`config.mk`:
```
export PLATFORM = sky130hd
export DESIGN_NAME = rlc_top
export DESIGN_NICKNAME = d
export VERILOG_FILES = /design/src/hw/rlc_pkg.sv /design/src/hw/rlc_retry_unit.sv /design/src/hw/rlc_top.sv
export SDC_FILE = /design/constraint.sdc
export NUM_CORES = 1
export LEC_CHECK = 0
export BUFFER_PORTS_ARGS = -buffer_cell sky130_fd_sc_hd__buf_2
export CORE_MARGIN = 1.5
export CORE_UTILIZATION = 40
export DETAILED_ROUTE_END_ITERATION = 12
export HOLD_SLACK_MARGIN = 0.06
export PLACE_DENSITY = 0.57
export SKIP_LAST_GASP = 1
export SYNTH_ARGS = -nofsm -noshare
export SYNTH_HDL_FRONTEND = slang
export SYNTH_SLANG_ARGS = --single-unit
```
`constraint.sdc`:
```
create_clock -name sys_clk -period 6.9 [get_ports sys_clk]
set_input_delay 1.035 -clock sys_clk [delete_from_list [all_inputs] [get_ports sys_clk]]
set_output_delay 1.035 -clock sys_clk [all_outputs]
set_load 0.005 [all_outputs]
```
`src/hw/rlc_pkg.sv`:
```
// Package: register map, field layout and constants of the retry/compare-swap slice
// Notes on behaviour
// - The three-bit dual-phase second bound at bits 31-29 of the retry register reads as zero.
// - The thirteen-bit dual-phase cycle bound at bits 28-16 of the retry register reads as zero.
// - Bits 15-12 of the retry register are reserved and read as zero.
// - The physical response unit retries a response up to the count in bits 11-8 on busy or data error.
// - The transmit response unit retries a response up to the count in bits 7-4 on busy or data error.
// - The transmit request unit retries a request up to the count in bits 3-0 on busy or data error.
// - The new-value register holds the word stored into the resource when a compare-swap matches.
// - The expected-value register holds the word compared with the selected resource.
// - The device sets the done flag in bit 31 of the control register when a compare-swap ends.
// - A write to the control register clears the done flag, except in a cycle where a compare-swap ends, when done stays set.
// - Control bits 1-0 select the resource: 0 manager id, 1 bandwidth, 2 channels high, 3 low.
// - Control bits 30-2 are reserved and read as zero.
package rlc_pkg;
   localparam logic [7:0]  RETRY_OFS       = 8'h08;
   localparam logic [7:0]  NEW_VALUE_OFS   = 8'h0c;
   localparam logic [7:0]  EXPECTED_OFS    = 8'h10;
   localparam logic [7:0]  CONTROL_OFS     = 8'h14;
   localparam logic [7:0]  IRQ_STATUS_OFS  = 8'h80;
   localparam logic [7:0]  IRQ_MASK_OFS    = 8'h84;
   localparam logic [7:0]  RESOURCE_OFS    = 8'h88;

   localparam int          RETRY_FIELD_W   = 4;
   localparam logic [11:0] RETRY_RW_MASK   = 12'hfff;
   localparam logic [31:0] RETRY_RESET     = 32'h0000_0000;
   localparam int          DONE_BIT        = 31;
   localparam logic        DONE_RESET      = 1'b1;
   localparam logic [1:0]  SELECT_RESET    = 2'h0;

   // Unit index: 0 request, 1 response, 2 physical response
   localparam int          UNITS           = 3;
   localparam int          IRQ_W           = 4;
   localparam int          IRQ_CS_DONE_BIT = 0;

   // Resource selector codes and values after reset
   localparam logic [1:0]  SEL_MANAGER_ID  = 2'h0;
   localparam logic [1:0]  SEL_BANDWIDTH   = 2'h1;
   localparam logic [1:0]  SEL_CHAN_HI     = 2'h2;
   localparam logic [1:0]  SEL_CHAN_LO     = 2'h3;
   localparam logic [31:0] MANAGER_RESET   = 32'h0000_003f;
   localparam logic [31:0] BANDWIDTH_RESET = 32'h0000_1333;
   localparam logic [31:0] CHAN_RESET      = 32'hffff_ffff;

   // Acknowledge codes that call for a retry
   localparam logic [3:0]  ACK_BUSY_X      = 4'h4;
   localparam logic [3:0]  ACK_BUSY_A      = 4'h5;
   localparam logic [3:0]  ACK_BUSY_B      = 4'h6;
   localparam logic [3:0]  ACK_DATA_ERROR  = 4'hd;

   localparam logic [1:0]  HTRANS_NONSEQ   = 2'h2;

   typedef enum logic [1:0] {
      CS_IDLE = 2'b01,
      CS_SWAP = 2'b10
   } rlc_cs_state_t;
endpackage : rlc_pkg

```
`src/hw/rlc_retry_unit.sv`:
```
// Retry counter of one asynchronous transmit unit
`timescale 1ns/10ps
`default_nettype none
module rlc_retry_unit (
   input  wire logic       sys_clk,        // System clock
   input  wire logic       rst_n,          // Asynchronous reset, active low
   input  wire logic [3:0] retry_limit,    // Retries allowed for one packet
   input  wire logic       ack_valid,      // One attempt answered
   input  wire logic [3:0] ack_code,       // Acknowledge of that attempt
   output logic            retry_r,        // Pulse: send the packet again
   output logic            complete_r,     // Pulse: packet finished
   output logic [3:0]      status_r,       // Last acknowledge of the packet
   output logic            exhausted_r     // Pulse: finished after using all retries
);
   logic [3:0] count_r;
   logic       wants_retry;

   always_comb begin
      wants_retry = (ack_code == rlc_pkg::ACK_BUSY_X) || (ack_code == rlc_pkg::ACK_BUSY_A) ||
                    (ack_code == rlc_pkg::ACK_BUSY_B) || (ack_code == rlc_pkg::ACK_DATA_ERROR);
   end

   // Attempt counter restarts with every finished packet
   always_ff @(posedge sys_clk or negedge rst_n) begin
      if (!rst_n) begin
         count_r <= 4'h0;
      end else if (ack_valid) begin
         if (wants_retry && count_r < retry_limit) begin
            count_r <= count_r + 4'h1;
         end else begin
            count_r <= 4'h0;
         end
      end
   end

   always_ff @(posedge sys_clk or negedge rst_n) begin
      if (!rst_n) begin
         retry_r     <= 1'b0;
         complete_r  <= 1'b0;
         exhausted_r <= 1'b0;
         status_r    <= 4'h0;
      end else begin
         retry_r     <= ack_valid && wants_retry && count_r < retry_limit;
         complete_r  <= ack_valid && !(wants_retry && count_r < retry_limit);
         exhausted_r <= ack_valid && wants_retry && count_r >= retry_limit;
         if (ack_valid) begin
            status_r <= ack_code;
         end
      end
   end
endmodule : rlc_retry_unit
`default_nettype wire

```
`src/hw/rlc_top.sv`:
```
// AHB-Lite register slice: transmit retry limits and bus-management compare-swap
`timescale 1ns/10ps
`default_nettype none
module rlc_top (
   input  wire logic        sys_clk,         // System clock, 200 MHz
   input  wire logic        rst_n,           // Asynchronous reset, active low
   input  wire logic        hsel,            // AHB slave select
   input  wire logic [31:0] haddr,           // AHB address
   input  wire logic [1:0]  htrans,          // AHB transfer type
   input  wire logic        hwrite,          // AHB write
   input  wire logic [2:0]  hsize,           // AHB size, word only
   input  wire logic [31:0] hwdata,          // AHB write data
   input  wire logic        hready,          // AHB bus ready
   output logic             hreadyout,       // AHB slave ready
   output logic [31:0]      hrdata,          // AHB read data
   output logic             hresp,           // AHB response, always OKAY
   input  wire logic [2:0]  tx_ack_valid,    // Per unit: attempt answered
   input  wire logic [11:0] tx_ack_code,     // Per unit: acknowledge, 4 bits each
   output logic [2:0]       tx_retry,        // Per unit: resend pulse
   output logic [2:0]       tx_complete,     // Per unit: packet finished pulse
   output logic [11:0]      tx_status,       // Per unit: last acknowledge
   output logic [31:0]      manager_id,      // Bus manager id resource
   output logic [31:0]      bandwidth_avail, // Bandwidth available resource
   output logic [31:0]      chan_avail_hi,   // Channels available high resource
   output logic [31:0]      chan_avail_lo,   // Channels available low resource
   output logic             irq              // Level interrupt
);
   logic [31:0]         retry_r;
   logic [31:0]         new_value_r;
   logic [31:0]         expected_r;
   logic                done_r;
   logic [1:0]          select_r;
   logic [31:0]         resource_r [4];
   logic [rlc_pkg::IRQ_W-1:0] irq_status_r;
   logic [rlc_pkg::IRQ_W-1:0] irq_mask_r;
   logic                irq_r;
   rlc_pkg::rlc_cs_state_t cs_state_r;
   logic [1:0]          cs_sel_r;

   logic                dp_write_r;
   logic                dp_read_r;
   logic [7:0]          dp_addr_r;
   logic                hreadyout_r;
   logic [31:0]         hrdata_r;
   logic                addr_phase;
   logic                wr_en;
   logic [31:0]         rd_mux;
   logic [2:0]          exhausted;
   logic                cs_done_evt;

   function automatic logic hit(input logic [7:0] ofs);
      hit = wr_en && (dp_addr_r == ofs);
   endfunction : hit

   function automatic logic [3:0] unit_limit(input logic [31:0] r, input int unit);
      unit_limit = r[unit*rlc_pkg::RETRY_FIELD_W +: rlc_pkg::RETRY_FIELD_W];
   endfunction : unit_limit

   // Bus slave: a new address phase is taken only while the bus is ready
   always_comb begin
      addr_phase = hsel && hready && (htrans == rlc_pkg::HTRANS_NONSEQ || htrans == 2'h3);
      wr_en      = dp_write_r;
   end

   always_ff @(posedge sys_clk or negedge rst_n) begin
      if (!rst_n) begin
         dp_write_r <= 1'b0;
         dp_read_r  <= 1'b0;
         dp_addr_r  <= 8'h00;
      end else if (hready) begin
         dp_write_r <= addr_phase && hwrite;
         dp_read_r  <= addr_phase && !hwrite;
         dp_addr_r  <= addr_phase ? {haddr[7:2], 2'h0} : dp_addr_r;
      end else begin
         dp_write_r <= 1'b0;
         dp_read_r  <= 1'b0;
      end
   end

   // Reads take one wait state so that a write just before is already visible
   always_ff @(posedge sys_clk or negedge rst_n) begin
      if (!rst_n) begin
         hreadyout_r <= 1'b1;
         hrdata_r    <= 32'h0000_0000;
      end else if (addr_phase && !hwrite) begin
         hreadyout_r <= 1'b0;
      end else if (!hreadyout_r) begin
         hreadyout_r <= 1'b1;
         hrdata_r    <= rd_mux;
      end
   end

   always_comb begin
      rd_mux = 32'h0000_0000;
      unique case (dp_addr_r)
         rlc_pkg::RETRY_OFS:      rd_mux = {20'h00000, retry_r[11:0]};
         rlc_pkg::NEW_VALUE_OFS:  rd_mux = new_value_r;
         rlc_pkg::EXPECTED_OFS:   rd_mux = expected_r;
         rlc_pkg::CONTROL_OFS:    rd_mux = {done_r, 29'h0000_0000, select_r};
         rlc_pkg::IRQ_STATUS_OFS: rd_mux = {28'h0000000, irq_status_r};
         rlc_pkg::IRQ_MASK_OFS:   rd_mux = {28'h0000000, irq_mask_r};
         rlc_pkg::RESOURCE_OFS:   rd_mux = resource_r[select_r];
         default:                 rd_mux = 32'h0000_0000;
      endcase
   end

   // Only the low twelve bits hold storage; the bounds above are never kept
   always_ff @(posedge sys_clk or negedge rst_n) begin
      if (!rst_n) begin
         retry_r <= rlc_pkg::RETRY_RESET;
      end else if (hit(rlc_pkg::RETRY_OFS)) begin
         retry_r <= {20'h00000, hwdata[11:0] & rlc_pkg::RETRY_RW_MASK};
      end
   end

   always_ff @(posedge sys_clk or negedge rst_n) begin
      if (!rst_n) begin
         new_value_r <= 32'h0000_0000;
         expected_r  <= 32'h0000_0000;
      end else begin
         if (hit(rlc_pkg::NEW_VALUE_OFS)) begin
            new_value_r <= hwdata;
         end
         if (hit(rlc_pkg::EXPECTED_OFS)) begin
            expected_r <= hwdata;
         end
      end
   end

   // Control write: clear done, latch the selector, launch the operation
   always_ff @(posedge sys_clk or negedge rst_n) begin
      if (!rst_n) begin
         select_r <= rlc_pkg::SELECT_RESET;
      end else if (hit(rlc_pkg::CONTROL_OFS)) begin
         select_r <= hwdata[1:0];
      end
   end

   // Completion wins over a clearing write in the same cycle
   always_ff @(posedge sys_clk or negedge rst_n) begin
      if (!rst_n) begin
         done_r <= rlc_pkg::DONE_RESET;
      end else if (cs_done_evt) begin
         done_r <= 1'b1;
      end else if (hit(rlc_pkg::CONTROL_OFS)) begin
         done_r <= 1'b0;
      end
   end

   always_comb begin
      cs_done_evt = (cs_state_r == rlc_pkg::CS_SWAP);
   end

   // Two-step sequencer; a write while swapping queues a fresh operation
   always_ff @(posedge sys_clk or negedge rst_n) begin
      if (!rst_n) begin
         cs_state_r <= rlc_pkg::CS_IDLE;
         cs_sel_r   <= rlc_pkg::SELECT_RESET;
      end else begin
         unique case (cs_state_r)
            rlc_pkg::CS_IDLE: begin
               if (hit(rlc_pkg::CONTROL_OFS)) begin
                  cs_state_r <= rlc_pkg::CS_SWAP;
                  cs_sel_r   <= hwdata[1:0];
               end
            end
            rlc_pkg::CS_SWAP: begin
               if (hit(rlc_pkg::CONTROL_OFS)) begin
                  cs_sel_r <= hwdata[1:0];
               end else begin
                  cs_state_r <= rlc_pkg::CS_IDLE;
               end
            end
            default: cs_state_r <= rlc_pkg::CS_IDLE;
         endcase
      end
   end

   // Compare and store in one edge, so no other update can slip between them
   always_ff @(posedge sys_clk or negedge rst_n) begin
      if (!rst_n) begin
         resource_r[rlc_pkg::SEL_MANAGER_ID] <= rlc_pkg::MANAGER_RESET;
         resource_r[rlc_pkg::SEL_BANDWIDTH]  <= rlc_pkg::BANDWIDTH_RESET;
         resource_r[rlc_pkg::SEL_CHAN_HI]    <= rlc_pkg::CHAN_RESET;
         resource_r[rlc_pkg::SEL_CHAN_LO]    <= rlc_pkg::CHAN_RESET;
      end else if (cs_state_r == rlc_pkg::CS_SWAP && resource_r[cs_sel_r] == expected_r) begin
         resource_r[cs_sel_r] <= new_value_r;
      end
   end

   always_ff @(posedge sys_clk or negedge rst_n) begin
      if (!rst_n) begin
         manager_id      <= rlc_pkg::MANAGER_RESET;
         bandwidth_avail <= rlc_pkg::BANDWIDTH_RESET;
         chan_avail_hi   <= rlc_pkg::CHAN_RESET;
         chan_avail_lo   <= rlc_pkg::CHAN_RESET;
      end else begin
         manager_id      <= resource_r[rlc_pkg::SEL_MANAGER_ID];
         bandwidth_avail <= resource_r[rlc_pkg::SEL_BANDWIDTH];
         chan_avail_hi   <= resource_r[rlc_pkg::SEL_CHAN_HI];
         chan_avail_lo   <= resource_r[rlc_pkg::SEL_CHAN_LO];
      end
   end

   // Unit 0 request, 1 response, 2 physical response
   for (genvar u = 0; u < rlc_pkg::UNITS; u++) begin : g_unit
      rlc_retry_unit u_retry (
         .sys_clk     (sys_clk),
         .rst_n       (rst_n),
         .retry_limit (unit_limit(retry_r, u)),
         .ack_valid   (tx_ack_valid[u]),
         .ack_code    (tx_ack_code[u*4 +: 4]),
         .retry_r     (tx_retry[u]),
         .complete_r  (tx_complete[u]),
         .status_r    (tx_status[u*4 +: 4]),
         .exhausted_r (exhausted[u])
      );
   end

   // Sticky events: set wins over a write-one clear in the same cycle
   always_ff @(posedge sys_clk or negedge rst_n) begin
      if (!rst_n) begin
         irq_status_r <= 4'h0;
      end else begin
         irq_status_r <= (irq_status_r & ~(hit(rlc_pkg::IRQ_STATUS_OFS) ? hwdata[3:0] : 4'h0))
                         | {exhausted, cs_done_evt};
      end
   end

   always_ff @(posedge sys_clk or negedge rst_n) begin
      if (!rst_n) begin
         irq_mask_r <= 4'h0;
      end else if (hit(rlc_pkg::IRQ_MASK_OFS)) begin
         irq_mask_r <= hwdata[3:0];
      end
   end

   always_ff @(posedge sys_clk or negedge rst_n) begin
      if (!rst_n) begin
         irq_r <= 1'b0;
      end else begin
         irq_r <= |(irq_status_r & irq_mask_r);
      end
   end

   always_comb begin
      hreadyout = hreadyout_r;
      hrdata    = hrdata_r;
      irq       = irq_r;
   end

   // Every answer is OKAY; an unmapped word reads zero and ignores writes
   always_ff @(posedge sys_clk or negedge rst_n) begin
      if (!rst_n) begin
         hresp <= 1'b0;
      end else begin
         hresp <= 1'b0;
      end
   end
endmodule : rlc_top
`default_nettype wire

```
* Yosys cells after proc, flatten, opt, wreduce, memory -nomap -nowiden
Index checks and enable logic that the tools add are counted.
** Cells by class
- Add/subtract/negate cells :: 3
- $lt $le $gt $ge :: 9
- Equality and inequality tests :: 26
- Muxes and demuxes :: 21
- Bitwise operators :: 8
- Reductions and logical operators :: 48
** Operator list (count)
- $pmux 32 s7 :: 1
- $mux 32 :: 5
- $bmux 32 s2 :: 2
- $bwmux 128 :: 1
- $demux 32 s2 :: 1
- $eq 4x3->1 const B :: 9
- $eq 32x32->1 :: 1
- $logic_and 1x1->1 :: 27
- $eq 6x6->1 const B :: 3
- $mux 4 :: 4
- $add 4x1->4 const B :: 3
- $eq 4x4->1 const B :: 3
- $eq 6x2->1 const B :: 2
- $eq 6x3->1 const B :: 2
- $ge 4x4->1 :: 3
- $lt 4x4->1 :: 3
- $logic_or 1x1->1 :: 10
- $and 4x4->4 :: 2
- $reduce_and 2->1 :: 4
- $eq 2x2->1 const B :: 3
- $ge 3x3->1 const B :: 2
- $not 2->3 :: 2
- $logic_not 1->1 :: 4
- $mux 1 :: 4
- other kinds (11) :: 14
** Word-level totals
- Register bits after elaboration :: 421
- Output and inout port bits :: 181
- Logic and storage cells :: 152

* Depth between registers and ports, before layout
- Depth after elaboration :: 7
- Depth in mapped cells :: 10

* Hierarchy
Synthesis repeated with hierarchy kept, for this count alone.
** Second synthesis, totals
- Cell total of the unflattened synthesis :: 1132
- Area total of the unflattened synthesis :: 17812.1 um^2
** Modules (own cells, without submodules)
- rlc_top :: instances 1, cells an instance 976, area each 16077.9 um^2
- rlc_retry_unit :: instances 3, cells an instance 52, area each 578.1 um^2

* Worst setup path after synthesis
OpenSTA, ideal clock, no wires.
- Path kind :: register to register
- From :: register cs_sel_r[1]
- To :: register resource_r[102] (netlist bit)
- Setup time :: 125 ps
- Arrival time :: 2844 ps
- Path slack :: 3931 ps
- Stages on the path, launching flop included :: 10
- Path buffers :: 4
- Clock period less this slack :: 2969 ps
- Path through :: dfrtp_1 -> buf_2 -> buf_2 -> buf_1 -> mux4_2 -> xnor2_1 -> o2111ai_4 -> nor4_4 -> buf_6 -> mux2_4
** Between the ends
- Longest elaborated chain between the ends :: 6
- Elaborated cells on any way between the ends :: 12
- Classes of those cells :: order compare: 2; eq/ne: 1; mux: 6; bitwise: 1; reduce/logical: 2
** RTL lines
- from (decl) :: RTL line rlc_top.sv:38 : logic [1:0] cs_sel_r;
- from (signal assigned) :: RTL line rlc_top.sv:158 : cs_sel_r <= rlc_pkg::SELECT_RESET;
- from (signal assigned) :: RTL line rlc_top.sv:164 : cs_sel_r <= hwdata[1:0];
- from (signal assigned) :: RTL line rlc_top.sv:169 : cs_sel_r <= hwdata[1:0];
- $not 2->3 (implied by the code) (*) :: RTL line rlc_top.sv:186, rlc_top.sv:187
- $bmux 32 s2, or another cell as far along :: RTL line rlc_top.sv:186 : end else if (cs_state_r == rlc_pkg::CS_SWAP && resource_r[cs_sel_r] == expected_r) begin
- $mux 32 (implied by the code) or $logic_and 1x1->1 (tied branches) :: RTL line rlc_top.sv:186, rlc_top.sv:187
- $mux 32 (on tied branches) :: RTL line rlc_top.sv:186, rlc_top.sv:187
- $eq 32x32->1 or $demux 32 s2 (tied branches) :: RTL line rlc_top.sv:186, rlc_top.sv:187
- $logic_and 1x1->1 or $bwmux 128 (tied branches) :: RTL line rlc_top.sv:186, rlc_top.sv:187
- to (signal, indexed assignment) :: RTL line rlc_top.sv:184 : resource_r[rlc_pkg::SEL_CHAN_HI] <= rlc_pkg::CHAN_RESET;
- to (signal, indexed assignment) :: RTL line rlc_top.sv:185 : resource_r[rlc_pkg::SEL_CHAN_LO] <= rlc_pkg::CHAN_RESET;
- to (signal, indexed assignment) :: RTL line rlc_top.sv:187 : resource_r[cs_sel_r] <= new_value_r;
- to (decl) :: RTL line rlc_top.sv:33 : logic [31:0] resource_r [4];
Every way passes the cells marked *; elsewhere a longest branch is shown, timed or not. The select of a mux whose other input is x is not followed.
A chain may end at the register's enable or synchronous reset.

* Worst setup path in the final report
- From :: register cs_sel_r[0]
- To :: register resource_r[127] (netlist bit)
Same word-level chain as after synthesis.

==> impl_metrics.tcl <==
set metrics [dict create \
    grt_pass1_vias 11138 \
    gp_congestion 0.788 \
    crit_fanout 19 \
    seq_area_frac_synth 0.594 \
    drive_gt1_frac 0.559 \
    synthFlopType "dfrtp_1" \
    min_period_ns 4.24 \
    ir_drop_mv 0.204 \
    synth_area_leaders "dfrtp_1, dfstp_2, mux2_4, mux2_2, mux4_2" \
    hold_class "reg2reg" \
    synth_area_per_cell_um2 15.7 \
    grt_pass1_wl_um 71400 \
    synth_edf_count 0 \
    max_stage_delay_ns 0.86 \
    place_area_um2 19800 \
    cts_resized 0 \
    slew_headroom 0.229 \
    critPathSlowestCell "dfrtp_2" \
    rsz0062_at_grt "false" \
    power_mw 5.67 \
    cts_buffers 46 \
    drv_cap 0 \
    coreArea_um2 44400 \
    clkTransAtPathRegs_ns 0.06 \
    postCtsHoldBufs 0 \
    synth.yosys.warnings 0 \
    htree_levels 2 \
    synth_nets 1255 \
    power.density_nw_per_um2 265 \
    overflow 0 \
    crit_type "reg2reg" \
    cts_tree "yes" \
    ant_nets 0 \
    cp-end-kind "register" \
    fp.dieArea_um2 46400 \
    async_reset_ff_frac 1.00 \
    slew_violations 0 \
    synth_cell_types 55 \
    worstPathArrival_ns 4.69 \
    route.vias.total 10674 \
    fp.dieW_um 216 \
    portBuffers 238 \
    die_y_um 216 \
    dp_hpwl_um 30200 \
    dp_cells 1934 \
    dr.pass1.iters 5 \
    grt_max_degree 183 \
    setup_viol 0 \
    synth_top_area_cell "dfrtp_1" \
    tns_ns 0 \
    io_pins 270 \
    clock-sinks 421 \
    instances_no_fill 2019 \
    path_cells "buf_4 -> mux4_1 -> xor2_1 -> nor4_1 -> nand4_1 -> nor4_4 -> buf_4 -> mux2_2" \
    syn_area_um2 18100 \
    area_growth_pct 18.2 \
    drt_iter0_drc 610 \
    start_util 0.407 \
    critical_path_buf_inv_count 2 \
    drt-total-wl_um 46600 \
    crit_family "simple AND/OR/NAND/NOR gates" \
    synthCells 1149 \
    post_cts_buffers 0 \
    fin_crit_sh 0.615 \
    crit_required_ns 7.35 \
    synth.ff_latch_count 421 \
    cts_max_path_buffers 3 \
    fin_nets 1496 \
    p_leak_nw 9.70 \
    outcome "finished, final reports clean" \
    cp-start-kind "register" \
    finalHoldViolCount 0 \
    rows 77 \
    routed_via_density 5.29 \
    max_freq_ghz 0.236 \
    skew_ns 0.0177 \
    remaining_drc_errors 0 \
    clock_latency_ns 0.58 \
    final_cell_area_um2 21400 \
    max_slew.worst_pin.slew_ns 1.15 \
    antenna_found_initial 3 \
    synth_top_area_frac 0.366 \
    cts_root_buf "clkbuf_16" \
    diodes 0 \
    grt_use_total 0.204 \
    wl_per_cell_um 23.1 \
    crit_top_cell "buf_4" \
]
-- sequential cells by signal, indices dropped and copies added, names as in the netlist, 2 cells and up --
name                        count
cs_sel_r                        2
new_value_r                    32
g_unit.u_retry.exhausted_r      3
manager_id                     32
g_unit.u_retry.complete_r       3
bandwidth_avail                32
dp_addr_r                       6
select_r                        2
chan_avail_lo                  32
g_unit.u_retry.status_r        12
irq_status_r                    4
g_unit.u_retry.retry_r          3
irq_mask_r                      4
expected_r                     32
chan_avail_hi                  32
cs_state_r                      2
retry_r                        12
g_unit.u_retry.count_r         12
resource_r                    128
hrdata                         32
-- cells in the mapped netlist (all sizes together) (17+ instances only) --
master and instances:
dfstp 157, a31oi 20, clkbuf 25, dfrtp 264, inv 27, mux2 235, mux2i 22, nor2 50
a22oi 24, nand2 42, mux4 59, buf 42, xor2 29, ha 17
-- layer usage --
layer	wire length, um	up-vias	track usage
li1	-	4704	-
met1	21600	5554	0.298
met2	21200	333	0.309
met3	2460	79	0.0345
met4	1270	4	0.0676
met5	18	-	0
-- placed cells by master, fill, tap and decap left out, types with 27 or more instances in the layout --
cell type  Yosys  layout
dfstp_2      157     157
dfrtp_1      264     260
buf_2          6     237
nand2_1       42      40
mux2_4       120     120
mux4_2        50      50
nor2_1        50      49
inv_1         27      27
clkbuf_16      0      47
mux2_2       115     115
xor2_1        29      29
-- final cells by class --
type	instances	area (um^2)
Fill cell	3934	23100
Sequential cell	421	10700
Clock inverter	16	163
Multi-Input combinational cell	634	6860
Tap cell	592	741
Clock buffer	69	1380
Timing Repair Buffer	260	1380
Inverter	27	101
-- power by group --
| part | internal, mW | total (mW) | switching (mW) | leakage, nW |
|---|---|---|---|---|
| sequential | 2.59 | 2.72 | 0.126 | 4.99 |
| combinational | 0.205 | 0.461 | 0.255 | 3.94 |
| clock | 1.49 | 2.49 | 0.997 | 0.771 |
| total | 4.29 | 5.67 | 1.38 | 9.70 |
-- worst paths after layout --
kind | endpoint | startpoint | depth (start not counted) | slack (ns)
worst max register to register | resource_r[127] | cs_sel_r[0] | 8 | 2.66
worst min register to register | chan_avail_lo[29] | resource_r[29] | 0 | 0.38
min in group asynchronous | manager_id[17] | rst_n | 1 | 0.44
worst max-delay path | resource_r[127] | cs_sel_r[0] | 8 | 2.66
max in group asynchronous | bandwidth_avail[6] | rst_n | 2 | 4.98
worst min-delay path | chan_avail_lo[29] | resource_r[29] | 0 | 0.38
-- cell families after synthesis --
group                    share of synthesized area
AO/OA/AOI/OAI                               0.0490
multiplexers                                 0.259
XOR/XNOR                                    0.0150
flip-flops                                   0.594
AND/OR/NAND/NOR                             0.0431
buffers and inverters                       0.0279
adder cells (fa/ha/maj)                     0.0118
other                                     0.000208
-- per-stage QoR --
| step | setup WS, ns | hold WS [ns] | utilization |
|---|---|---|---|
| final | 2.66 | 0.376 | 0.481 |
| after global routing | 2.30 | 0.379 | 0.481 |
| after CTS | 2.54 | 0.378 | 0.481 |
| after detailed placement | 2.56 | 0.372 | 0.446 |
| after global placement | 2.61 | 0.371 | 0.446 |
| after floorplan | 3.93 | 0.363 | - |
Power figures use the tool's default switching activity.
